`config.mk`:
```
export PLATFORM = sky130hd
export DESIGN_NAME = srsf_receiver
export DESIGN_NICKNAME = d
export VERILOG_FILES = /design/src/include/srsf_pkg.sv /design/src/design/srsf_tick_gen.sv /design/src/design/srsf_receiver.sv
export SDC_FILE = /design/constraint.sdc
export NUM_CORES = 1
export LEC_CHECK = 0
export ABC_CLOCK_PERIOD_IN_PS = 1800
export BUFFER_PORTS_ARGS = -buffer_cell sky130_fd_sc_hd__buf_2
export CORE_MARGIN = 8
export CORE_UTILIZATION = 46
export DETAILED_ROUTE_END_ITERATION = 8
export HOLD_SLACK_MARGIN = 0.1
export PLACE_DENSITY = 0.68
export SYNTH_ARGS = -nofsm -noshare
export SYNTH_HDL_FRONTEND = slang
export SYNTH_SLANG_ARGS = --single-unit
```
`constraint.sdc`:
```
create_clock -name sys_clk -period 1.8 [get_ports sys_clk]
set_input_delay 0.36 -clock sys_clk [delete_from_list [all_inputs] [get_ports sys_clk]]
set_output_delay 0.36 -clock sys_clk [all_outputs]
set_load 0.02 [all_outputs]
```
`src/include/srsf_pkg.sv`:
```
// Package for the serial receiver status flag block.
// Assumes a single 50 MHz system clock and an 8-bit register port.
package srsf_pkg;
   // Clock and line rate
   localparam int CLK_HZ = 50_000_000;
   localparam int BAUD_RATE = 115_200;
   localparam int TICKS_PER_BIT = 16;
   localparam int TICK_DIV_DEF = CLK_HZ / (BAUD_RATE * TICKS_PER_BIT);

   // Register port
   localparam int ADDR_W = 3;
   localparam int DATA_W = 8;
   localparam logic [2:0] OFS_STATUS = 3'h0;
   localparam logic [2:0] OFS_DATA = 3'h1;
   localparam logic [2:0] OFS_CTRL = 3'h2;
   localparam logic [2:0] OFS_INT_STAT = 3'h3;
   localparam logic [2:0] OFS_INT_CLR = 3'h4;
   localparam logic [2:0] OFS_INT_EN = 3'h5;

   // Status register bit positions
   localparam int BIT_FULL = 5;
   localparam int BIT_IDLE = 4;
   localparam int BIT_OVR = 3;
   localparam int BIT_NOISE = 2;

   // Control register bit positions
   localparam int CTL_NINE = 0;
   localparam int CTL_IDLE_TYPE = 1;
   localparam int CTL_RX_BIT8 = 2;

   // Interrupt bit positions
   localparam int INT_FULL = 0;
   localparam int INT_IDLE = 1;
   localparam int INT_OVR = 2;
   localparam int INT_NOISE = 3;

   // Reset values
   localparam logic [7:0] CTRL_RST = 8'h00;
   localparam logic [3:0] INT_EN_RST = 4'h0;

   // Sample points within a bit, one bit per oversample tick
   localparam logic [15:0] START_SMP_MASK = 16'h0FA8;
   localparam logic [15:0] BIT_SMP_MASK = 16'h0700;
   localparam logic [3:0] LAST_TICK = 4'hF;
   localparam logic [2:0] START_SMP_CNT = 3'h7;
   localparam logic [2:0] BIT_SMP_CNT = 3'h3;

   // Character lengths in bit times
   localparam logic [3:0] DATA_BITS_8 = 4'h8;
   localparam logic [3:0] DATA_BITS_9 = 4'h9;
   localparam logic [3:0] CHAR_TIME_8 = 4'hA;
   localparam logic [3:0] CHAR_TIME_9 = 4'hB;

   typedef enum logic [1:0] {ST_IDLE, ST_START, ST_DATA, ST_STOP} srsf_state_e;
endpackage

```
`src/design/srsf_tick_gen.sv`:
```
// Oversample tick generator for the serial receiver.
// Assumes a free-running system clock; tick is one cycle wide.
`timescale 1ns/1ns
module srsf_tick_gen #(
   parameter int DIV = srsf_pkg::TICK_DIV_DEF
) (
   // Clock and reset
   input wire logic sys_clk,
   input wire logic sys_rst,
   // Tick output
   output logic tick
);
   logic [15:0] cnt_r;

   always_ff @(posedge sys_clk) begin
      if (sys_rst) begin
         cnt_r <= 16'h0000;
         tick <= 1'b0;
      end else if (cnt_r == 16'(DIV - 1)) begin
         cnt_r <= 16'h0000;
         tick <= 1'b1;
      end else begin
         cnt_r <= cnt_r + 16'h0001;
         tick <= 1'b0;
      end
   end
endmodule

```
`src/design/srsf_receiver.sv`:
```
// Receive side of an asynchronous serial port with its status flags.
// Assumes rxLine synchronous to sys_clk and a strobe-based register port.
//
// Our own choices: strobed register access and the register addresses.
`timescale 1ns/1ns
module srsf_receiver #(
   parameter int TICK_DIV = srsf_pkg::TICK_DIV_DEF
) (
   // Clock and reset
   input wire logic sys_clk,
   input wire logic sys_rst,
   // Serial line
   input wire logic rxLine,
   // Register port
   input wire logic [srsf_pkg::ADDR_W-1:0] regAddr,
   input wire logic [srsf_pkg::DATA_W-1:0] regWrData,
   input wire logic regWr,
   input wire logic regRd,
   output logic [srsf_pkg::DATA_W-1:0] regRdData,
   // Interrupt
   output logic irq
);
   logic tick;
   srsf_pkg::srsf_state_e state_r;
   logic [3:0] tickCnt_r;
   logic [3:0] bitCnt_r;
   logic [2:0] smpOnes_r;
   logic [2:0] smpCnt_r;
   logic noiseAcc_r;
   logic [8:0] shift_r;
   logic [8:0] dataReg_r;
   logic rxFull_r;
   logic idleFlag_r;
   logic overrun_r;
   logic noise_r;
   logic [3:0] clrArm_r;
   logic idleArm_r;
   logic [3:0] idleCnt_r;
   logic [7:0] ctrl_r;
   logic [3:0] intStat_r;
   logic [3:0] intEn_r;

   function automatic logic isSamplePt(srsf_pkg::srsf_state_e st, logic [3:0] t);
      case (st)
         srsf_pkg::ST_START: isSamplePt = srsf_pkg::START_SMP_MASK[t];
         srsf_pkg::ST_DATA, srsf_pkg::ST_STOP: isSamplePt = srsf_pkg::BIT_SMP_MASK[t];
         default: isSamplePt = 1'b0;
      endcase
   endfunction

   function automatic logic isAccess(logic strobe, logic [2:0] a, logic [2:0] ofs);
      isAccess = strobe && (a == ofs);
   endfunction

   srsf_tick_gen #(.DIV(TICK_DIV)) u_tick (
      .sys_clk(sys_clk),
      .sys_rst(sys_rst),
      .tick(tick)
   );

   // Decoded events
   logic nineBit;
   logic idleType;
   logic bitEnd;
   logic bitVal;
   logic bitNoisy;
   logic startDet;
   logic doneEv;
   logic ovrCond;
   logic statusRd;
   logic dataRd;
   logic [3:0] charTime;
   logic [3:0] dataBits;
   logic setFull;
   logic setIdle;
   logic setOvr;
   logic setNoise;

   assign nineBit = ctrl_r[srsf_pkg::CTL_NINE];
   assign idleType = ctrl_r[srsf_pkg::CTL_IDLE_TYPE];
   assign charTime = nineBit ? srsf_pkg::CHAR_TIME_9 : srsf_pkg::CHAR_TIME_8;
   assign dataBits = nineBit ? srsf_pkg::DATA_BITS_9 : srsf_pkg::DATA_BITS_8;
   assign bitEnd = tick && (tickCnt_r == srsf_pkg::LAST_TICK);
   assign bitVal = {smpOnes_r, 1'b0} > {1'b0, smpCnt_r};
   assign bitNoisy = (smpOnes_r != 3'h0) && (smpOnes_r != smpCnt_r);
   assign startDet = tick && (state_r == srsf_pkg::ST_IDLE) && !rxLine;
   assign doneEv = bitEnd && (state_r == srsf_pkg::ST_STOP);
   assign statusRd = isAccess(regRd, regAddr, srsf_pkg::OFS_STATUS);
   assign dataRd = isAccess(regRd, regAddr, srsf_pkg::OFS_DATA);
   assign ovrCond = rxFull_r && !(dataRd && clrArm_r[srsf_pkg::INT_FULL]);
   assign setFull = doneEv && !ovrCond;
   assign setOvr = doneEv && ovrCond;
   assign setNoise = setFull && (noiseAcc_r || bitNoisy);
   assign setIdle = idleArm_r && !idleFlag_r && (idleCnt_r >= charTime);

   // Frame sequencer
   always_ff @(posedge sys_clk) begin
      if (sys_rst) begin
         state_r <= srsf_pkg::ST_IDLE;
         tickCnt_r <= 4'h0;
         bitCnt_r <= 4'h0;
      end else if (startDet) begin
         state_r <= srsf_pkg::ST_START;
         tickCnt_r <= 4'h0;
      end else if (tick) begin
         tickCnt_r <= tickCnt_r + 4'h1;
         if (bitEnd) begin
            case (state_r)
               srsf_pkg::ST_START: begin
                  bitCnt_r <= 4'h0;
                  state_r <= bitVal ? srsf_pkg::ST_IDLE : srsf_pkg::ST_DATA;
               end
               srsf_pkg::ST_DATA: begin
                  bitCnt_r <= bitCnt_r + 4'h1;
                  if (bitCnt_r == dataBits - 4'h1) begin
                     state_r <= srsf_pkg::ST_STOP;
                  end
               end
               srsf_pkg::ST_STOP: state_r <= srsf_pkg::ST_IDLE;
               default: state_r <= srsf_pkg::ST_IDLE;
            endcase
         end
      end
   end

   // Majority sampling and noise accumulation
   always_ff @(posedge sys_clk) begin
      if (sys_rst || startDet) begin
         smpOnes_r <= 3'h0;
         smpCnt_r <= 3'h0;
         noiseAcc_r <= 1'b0;
      end else if (bitEnd) begin
         smpOnes_r <= 3'h0;
         smpCnt_r <= 3'h0;
         noiseAcc_r <= noiseAcc_r || (bitNoisy && state_r != srsf_pkg::ST_IDLE);
      end else if (tick && isSamplePt(state_r, tickCnt_r)) begin
         smpOnes_r <= smpOnes_r + {2'b00, rxLine};
         smpCnt_r <= smpCnt_r + 3'h1;
      end
   end

   // Data shifter, LSB first
   always_ff @(posedge sys_clk) begin
      if (sys_rst) begin
         shift_r <= 9'h000;
      end else if (bitEnd && state_r == srsf_pkg::ST_DATA) begin
         shift_r <= {bitVal, shift_r[8:1]};
      end
   end

   // Receive data register, untouched on overrun
   always_ff @(posedge sys_clk) begin
      if (sys_rst) begin
         dataReg_r <= 9'h000;
      end else if (setFull) begin
         dataReg_r <= nineBit ? shift_r : {1'b0, shift_r[8:1]};
      end
   end

   // Clear sequence: status read arms, data read clears
   always_ff @(posedge sys_clk) begin
      if (sys_rst || dataRd) begin
         clrArm_r <= 4'h0;
      end else if (statusRd) begin
         clrArm_r <= clrArm_r | {noise_r, overrun_r, idleFlag_r, rxFull_r};
      end
   end

   // Status flags, set beats clear
   always_ff @(posedge sys_clk) begin
      if (sys_rst) begin
         rxFull_r <= 1'b0;
         idleFlag_r <= 1'b0;
         overrun_r <= 1'b0;
         noise_r <= 1'b0;
      end else begin
         if (setFull) begin
            rxFull_r <= 1'b1;
         end else if (dataRd && clrArm_r[srsf_pkg::INT_FULL]) begin
            rxFull_r <= 1'b0;
         end
         if (setIdle) begin
            idleFlag_r <= 1'b1;
         end else if (dataRd && clrArm_r[srsf_pkg::INT_IDLE]) begin
            idleFlag_r <= 1'b0;
         end
         if (setOvr) begin
            overrun_r <= 1'b1;
         end else if (dataRd && clrArm_r[srsf_pkg::INT_OVR]) begin
            overrun_r <= 1'b0;
         end
         if (setNoise) begin
            noise_r <= 1'b1;
         end else if (dataRd && clrArm_r[srsf_pkg::INT_NOISE]) begin
            noise_r <= 1'b0;
         end
      end
   end

   // Idle arming: one idle report per received character
   always_ff @(posedge sys_clk) begin
      if (sys_rst) begin
         idleArm_r <= 1'b0;
      end else if (setFull) begin
         idleArm_r <= 1'b1;
      end else if (setIdle) begin
         idleArm_r <= 1'b0;
      end
   end

   // Idle bit time counter, saturating
   always_ff @(posedge sys_clk) begin
      if (sys_rst || startDet) begin
         idleCnt_r <= 4'h0;
      end else if (bitEnd) begin
         case (state_r)
            srsf_pkg::ST_IDLE: begin
               idleCnt_r <= (idleCnt_r == 4'hF) ? idleCnt_r : idleCnt_r + 4'h1;
            end
            srsf_pkg::ST_DATA, srsf_pkg::ST_STOP: begin
               if (!idleType && bitVal) begin
                  idleCnt_r <= idleCnt_r + 4'h1;
               end else begin
                  idleCnt_r <= 4'h0;
               end
            end
            default: idleCnt_r <= 4'h0;
         endcase
      end
   end

   // Control register
   always_ff @(posedge sys_clk) begin
      if (sys_rst) begin
         ctrl_r <= srsf_pkg::CTRL_RST;
      end else if (isAccess(regWr, regAddr, srsf_pkg::OFS_CTRL)) begin
         ctrl_r <= {6'h00, regWrData[srsf_pkg::CTL_IDLE_TYPE], regWrData[srsf_pkg::CTL_NINE]};
      end
   end

   // Interrupt status, enable and output
   always_ff @(posedge sys_clk) begin
      if (sys_rst) begin
         intStat_r <= 4'h0;
         intEn_r <= srsf_pkg::INT_EN_RST;
         irq <= 1'b0;
      end else begin
         intStat_r <= (intStat_r & ~({4{isAccess(regWr, regAddr, srsf_pkg::OFS_INT_CLR)}}
            & regWrData[3:0])) | {setNoise, setOvr, setIdle, setFull};
         if (isAccess(regWr, regAddr, srsf_pkg::OFS_INT_EN)) begin
            intEn_r <= regWrData[3:0];
         end
         irq <= |(intStat_r & intEn_r);
      end
   end

   // Read data, one cycle after the strobe
   always_ff @(posedge sys_clk) begin
      if (sys_rst || !regRd) begin
         regRdData <= 8'h00;
      end else begin
         case (regAddr)
            srsf_pkg::OFS_STATUS: begin
               regRdData <= 8'h00;
               regRdData[srsf_pkg::BIT_FULL] <= rxFull_r;
               regRdData[srsf_pkg::BIT_IDLE] <= idleFlag_r;
               regRdData[srsf_pkg::BIT_OVR] <= overrun_r;
               regRdData[srsf_pkg::BIT_NOISE] <= noise_r;
            end
            srsf_pkg::OFS_DATA: regRdData <= dataReg_r[7:0];
            srsf_pkg::OFS_CTRL: regRdData <= {5'h00, dataReg_r[8], ctrl_r[1:0]};
            srsf_pkg::OFS_INT_STAT: regRdData <= {4'h0, intStat_r};
            srsf_pkg::OFS_INT_EN: regRdData <= {4'h0, intEn_r};
            default: regRdData <= 8'h00;
         endcase
      end
   end
endmodule

```
# ---- Yosys cells after proc, flatten, opt, wreduce, memory -nomap -nowiden
# Memory sizes are Yosys's and may differ from the RTL's. A register that Yosys moved wholly into a read port is not among the register bits.
# Index checks and enable logic that the tools add are counted.
dict set report classes {
  n_reduce_logical 56
  n_addsub 7
  magnitude_cmp 3
  bitwise_logic 7
  n_mux 34
  eq_ne 16
}
# operator n
set op_table {}
lappend op_table {{one-hot mux 8 bit (5 select lines)} 1}
lappend op_table {{logical AND 1 bit} 24}
lappend op_table {{two-way mux 4 bit} 6}
lappend op_table {{two-way mux 1 bit} 20}
lappend op_table {{nonzero test 2 bit} 9}
lappend op_table {{adder 16 x 1 -> 16 bit, second input constant} 1}
lappend op_table {{equality test 16 x 5 -> 1 bit, second input constant} 1}
lappend op_table {{one-hot mux 4 bit (2 select lines)} 2}
lappend op_table {{adder 4 x 1 -> 4 bit, second input constant} 3}
lappend op_table {{bitwise AND 4 bit} 3}
lappend op_table {{two-way mux 9 bit} 1}
lappend op_table {{equality test 4 bit, second input constant} 2}
lappend op_table {{OR 4 bit} 2}
lappend op_table {{OR reduction 2 bit} 4}
lappend op_table {{equality test 3 x 2 -> 1 bit, second input constant} 2}
lappend op_table {{equality test 3 bit, second input constant} 2}
lappend op_table {{logical NOT 1 bit} 6}
lappend op_table {{AND reduction 3 bit} 2}
lappend op_table {{logical OR 1 bit} 5}
lappend op_table {{< comparator 4 x 5 -> 1 bit, second input constant} 1}
lappend op_table {{equality test 2 bit, second input constant} 2}
lappend op_table {{equality test 4 bit} 1}
lappend op_table {{greater-or-equal comparator 4 bit} 1}
lappend op_table {{greater-than comparator 4 x 3 -> 1 bit} 1}
lappend op_table {{19 further kinds} 21}
dict set report word_totals {
  romBits 32
  inputBits 16
  register_bits 84
  memories 2
  out_inout_bits 9
}
# name words width read_ports rd_ports_with_merged_regs wr line_no
set mem_list {}
lappend mem_list {{(name not given)} 16 1 1 1 0 srsf_receiver.sv:46} ;# srsf_pkg::ST_DATA, srsf_pkg::ST_STOP: isSamplePt = srsf_pkg::BIT_SMP_MASK[t];
lappend mem_list {{(name not given)} 16 1 1 1 0 srsf_receiver.sv:45} ;# srsf_pkg::ST_START: isSamplePt = srsf_pkg::START_SMP_MASK[t];

# ---- Logic depth before layout (Yosys ltp)
dict set report depth {
  depth_word 9
  mapped_depth 8
  depth_no_buf 7
}

# ---- Modules after synthesis
# A second synthesis with hierarchy kept.
dict set report hier_totals {
  cells_unflattened 453
  hier_area_um2 4037.6
}
# mod cells_each instances area_per_inst_um2
set modules_own_cells {}
lappend modules_own_cells {srsf_receiver 369 1 3273.1}
lappend modules_own_cells {srsf_tick_gen 84 1 764.5}

# ---- Worst setup path after synthesis
# OpenSTA, ideal clock, no wires.
dict set report synth_path {
  path_kind {flip-flop to flip-flop}
  from {register smpCnt_r[2]}
  to {register idleCnt_r[3]}
  slack_ns 0.232
  arrival_time_ns 1.444
  stages_incl_launch_ff 8
  required_ns 1.675
  n_path_buf 0
  setup_ns 0.125
  cell_sequence {dfxtp_1 -> inv_1 -> ha_1 -> a211o_1 -> a31oi_1 -> nor2_1 -> a21oi_1 -> nor3_1}
}
dict set report synth_via {
  elab_chain_len 4
}
# element line_no
set synth_rtl {}
lappend synth_rtl {{from (decl)} srsf_receiver.sv:28} ;# logic [2:0] smpCnt_r;
lappend synth_rtl {{from (signal assigned)} srsf_receiver.sv:138} ;# smpCnt_r <= smpCnt_r + 3'h1;
lappend synth_rtl {{greater-than comparator 4 x 3 -> 1 bit} srsf_receiver.sv:84} ;# assign bitVal = {smpOnes_r, 1'b0} > {1'b0, smpCnt_r};
lappend synth_rtl {{logical AND 1 bit} srsf_receiver.sv:221} ;# if (!idleType && bitVal) begin
lappend synth_rtl {{two-way mux 4 bit} srsf_receiver.sv:221}
lappend synth_rtl {{one-hot mux 4 bit (2 select lines)} srsf_receiver.sv:216} ;# case (state_r)
lappend synth_rtl {{to (signal assigned)} srsf_receiver.sv:218} ;# idleCnt_r <= (idleCnt_r == 4'hF) ? idleCnt_r : idleCnt_r + 4'h1;
lappend synth_rtl {{to (signal assigned)} srsf_receiver.sv:222} ;# idleCnt_r <= idleCnt_r + 4'h1;
lappend synth_rtl {{to (decl)} srsf_receiver.sv:38} ;# logic [3:0] idleCnt_r;
# No other way between the ends.
# A chain may end at the register's enable or synchronous reset.

# ---- Worst setup path after layout
dict set report layout_path {
  from {register state_r[1]}
  to {register bitCnt_r[2]}
}
dict set report layout_via {
  elab_chain_len 5
  elab_cells_between_ends 9
  cone_classes {2 x eq/ne; 1 x mux; 1 x bitwise; 5 x reduce/logical}
}
# element line_no
set layout_rtl {}
lappend layout_rtl {{from (decl)} srsf_receiver.sv:24} ;# srsf_pkg::srsf_state_e state_r;
lappend layout_rtl {{from (signal assigned)} srsf_receiver.sv:99} ;# state_r <= srsf_pkg::ST_IDLE;
lappend layout_rtl {{from (signal assigned)} srsf_receiver.sv:103} ;# state_r <= srsf_pkg::ST_START;
lappend layout_rtl {{from (signal assigned)} srsf_receiver.sv:111} ;# state_r <= bitVal ? srsf_pkg::ST_IDLE : srsf_pkg::ST_DATA;
lappend layout_rtl {{logical NOT 2 bit} srsf_receiver.sv:86} ;# assign startDet = tick && (state_r == srsf_pkg::ST_IDLE) && !rxLine;
lappend layout_rtl {{logical AND 1 bit (2 in a row)} srsf_receiver.sv:86}
lappend layout_rtl {{NOT 1 bit (no line)} n/a}
lappend layout_rtl {{AND reduction 4 bit (no line)} n/a}
lappend layout_rtl {{to (signal assigned)} srsf_receiver.sv:114} ;# bitCnt_r <= bitCnt_r + 4'h1;
lappend layout_rtl {{to (decl)} srsf_receiver.sv:26} ;# logic [3:0] bitCnt_r;
# Several ways; a longest one is shown, not always the timed one.

==> impl_metrics.ini <==
[timing]
slew_headroom_pct = 71.0
setup_violations = 0
hold_viol_final = 0
tightest_slew_ns = 0.435
max_clock_freq_mhz = 582
slew_violations = 0
rsz0062_at_grt = no
fin_skew_ns = 0.0158
timing.final.crit_share_pct = 95.5
finalSetupTns_ns = 0
fin_crit_ns = 1.72
hold_slack_ns = 0.289

[die]
placementRows = 33
fp.dieH_um = 108
fp.coreArea_mm2 = 0.00818
die_w_um = 108
start_util_pct = 47.3
die-area_mm2 = 0.0116
num_io_pins = 25

[cts]
root_buffer = clkbuf_8
cts_hold_buf = 0
cts.sinks = 86
post_cts_buffers = 0
htree_levels = 3
cts_made_buffers = 9
clock_latency_ns = 0.35
path_clk_slew_ns = 0.09
cts_tree = built
cts_buffer_depth = 2
ctsResizeCount = 0

[setup_path]
arrival_ns = 1.99
critical_path_required_ns = 2.07
critical_path_class = reg -> reg
slowest_stage = or3b_1
critPathLaunchType = register
endpoint_kind = register
cp_slowest_stage_delay_ns = 0.41
crit_fanout = 5
worst-path-buf-inv = 1
cp_top_family = simple AND/OR/NAND/NOR gates
crit_chain = inv_1, ha_1, nand3b_1, nand4_1, or3b_1, a21oi_1

[synthesis]
synth-seq-area-share_pct = 44.5
syn_nets = 480
synth_area_mm2 = 0.00387
ys_types = 49
syn_avg_cell_area_um2 = 8.64
synthArstFlopShare_pct = 0
postSynthCellCount = 448
yosysTopAreaCellShare_pct = 44.5
synthTopCellsByArea = dfxtp_1 (44%), nor2_1 (7.0%), mux2i_1 (5.7%)
synth_area_leader_cell = dfxtp_1
synth_edf_count = 0
ys.flop_type = dfxtp_1
yosys_warnings = 0
ys_seq_elements = 86

[place]
hpwl_mm = 5.94
place_area_mm2 = 0.00418
gp_congestion = 0.836
io_buffer_count = 20

[detailed_routing]
wl_mm = 8.02
vias_per_cell = 5.29
dr.pass1.iters = 4
drt-initial-drc-count = 177
drc_errors = 0
route.vias.total = 3124
ant_nets = 0
wl_per_cell_um = 13.6

[power_and_ir_drop]
ir_drop_mv = 0.374
power_density_mw_per_mm2 = 783
total_power_uw = 3440
leakage_uw = 0.00164

[cells_and_area]
antennaDiodeCount = 0
fin_nets = 513
fillers = 766
area_growth_pct = 13.6
fin_area_mm2 = 0.00440
final_util_pct = 53.8
multi_input_area_mm2 = 0.00202
drive_above_1_share_pct = 14.4
seq_area_mm2 = 0.00172

[global_routing]
grt_pass1_wl_mm = 13.5
grt_max_degree = 28
grt-ovfl-total = 0
grt_use_total_pct = 14.3
grt_antenna_before_repair = 0
grt_pass1_vias = 2953

[hold_path]
hold_path.class = in -> reg

[outcome]
status = completed

[flow_run]
drv_cap = 0
[flip-flops by register name, indices dropped and copies added, names as in the netlist, 2 cells and up, named ones only]
signal,count
u_tick.cnt_r,16
intStat_r,4
intEn_r,4
dataReg_r,9
idleCnt_r,4
smpCnt_r,3
regRdData,8
tickCnt_r,4
clrArm_r,4
shift_r,9
ctrl_r,2
state_r,2
bitCnt_r,4
smpOnes_r,3
[cells in the final DEF (no fill, tap or decap), drive strengths merged, types with 5 or more instances in the layout]
cell and instances:
dfxtp 86, nor2 73, nand2 44, buf 43
a21oi 40, nand3 25, mux2i 22, ha 16
xor2 12, o21ai 12, a211oi 10, clkbuf 10
inv 10, xnor2 9, nand4 7, and3 5
nor3 5
[synthesized netlist by cell type (all sizes together), types with 2 or more instances]
master,count
nand3b,2
and2,2
buf,10
mux2i,22
and3,5
inv,9
nand4,7
nor3,5
nand3,25
dfxtp,86
nand2,44
nand2b,4
a21boi,3
xor2,12
o21ai,12
or3,4
nor2,73
nor2b,4
o22ai,2
o31ai,2
clkbuf,11
mux2,2
a211oi,10
nor4,4
xnor2,9
a21oi,40
ha,16
a31oi,4
a22oi,4
[cell type report]
cell class / instances / area share [%]
clock buffer: 10 / 3.13
clock inverter: 6 / 1.57
inverter: 9 / 0.769
multi-input combinational: 332 / 45.9
sequential: 86 / 39.2
tap: 105 / 2.99
timing repair buffer: 43 / 6.49
[tightest hold or removal path: stages]
cell	delay, ns
buf_2	0.10
mux2i_1	0.06
nor2_1	0.08
[layer usage]
| metal | routed length [µm] | part of all wire, % | global-route usage (%) |
|---|---|---|---|
| met5 | 0 | 0 | 0 |
| met4 | 99 | 1.2 | 6.14 |
| met3 | 261 | 3.3 | 3.05 |
| met2 | 3810 | 47 | 23.9 |
| met1 | 3860 | 48 | 17.2 |
[per-stage QoR]
step	std cells	worst slack, ns
floorplan	448	0.232
detailed placement	575	0.139
global route	591	0.00490
finish	591	0.0815
CTS	591	0.119
global placement	575	0.150
[power by group]
group / internal (µW) / switching, µW
logic: 52.9 / 76.7
clock network: 687 / 700
registers: 1910 / 12.0
[path summary, 6_finish.rpt]
kind | start | to | depth (start not counted) | slack (ns)
worst max register to register | state_r[1]$_SDFFE_PP0P_ | bitCnt_r[2]$_SDFFE_PP0P_ | 6 | 0.08
worst min register to register | dataReg_r[7]$_SDFFE_PP0P_ | regRdData[7]$_SDFF_PP0_ | 1 | 0.47
worst min-delay path | regWrData[3] | intEn_r[3]$_SDFFE_PP0P_ | 3 | 0.29
worst max-delay path | state_r[1]$_SDFFE_PP0P_ | bitCnt_r[2]$_SDFFE_PP0P_ | 6 | 0.08
[logic make-up after synthesis]
family	synth area share [%]
AOI/OAI and AO/OA	13.2
buffers and inverters	3.52
xor gates and xnor gates	4.75
adders and majority gates	5.17
muxes	6.27
DFF	44.5
and+or+nand+nor	22.6
Power figures use the tool's default switching activity.
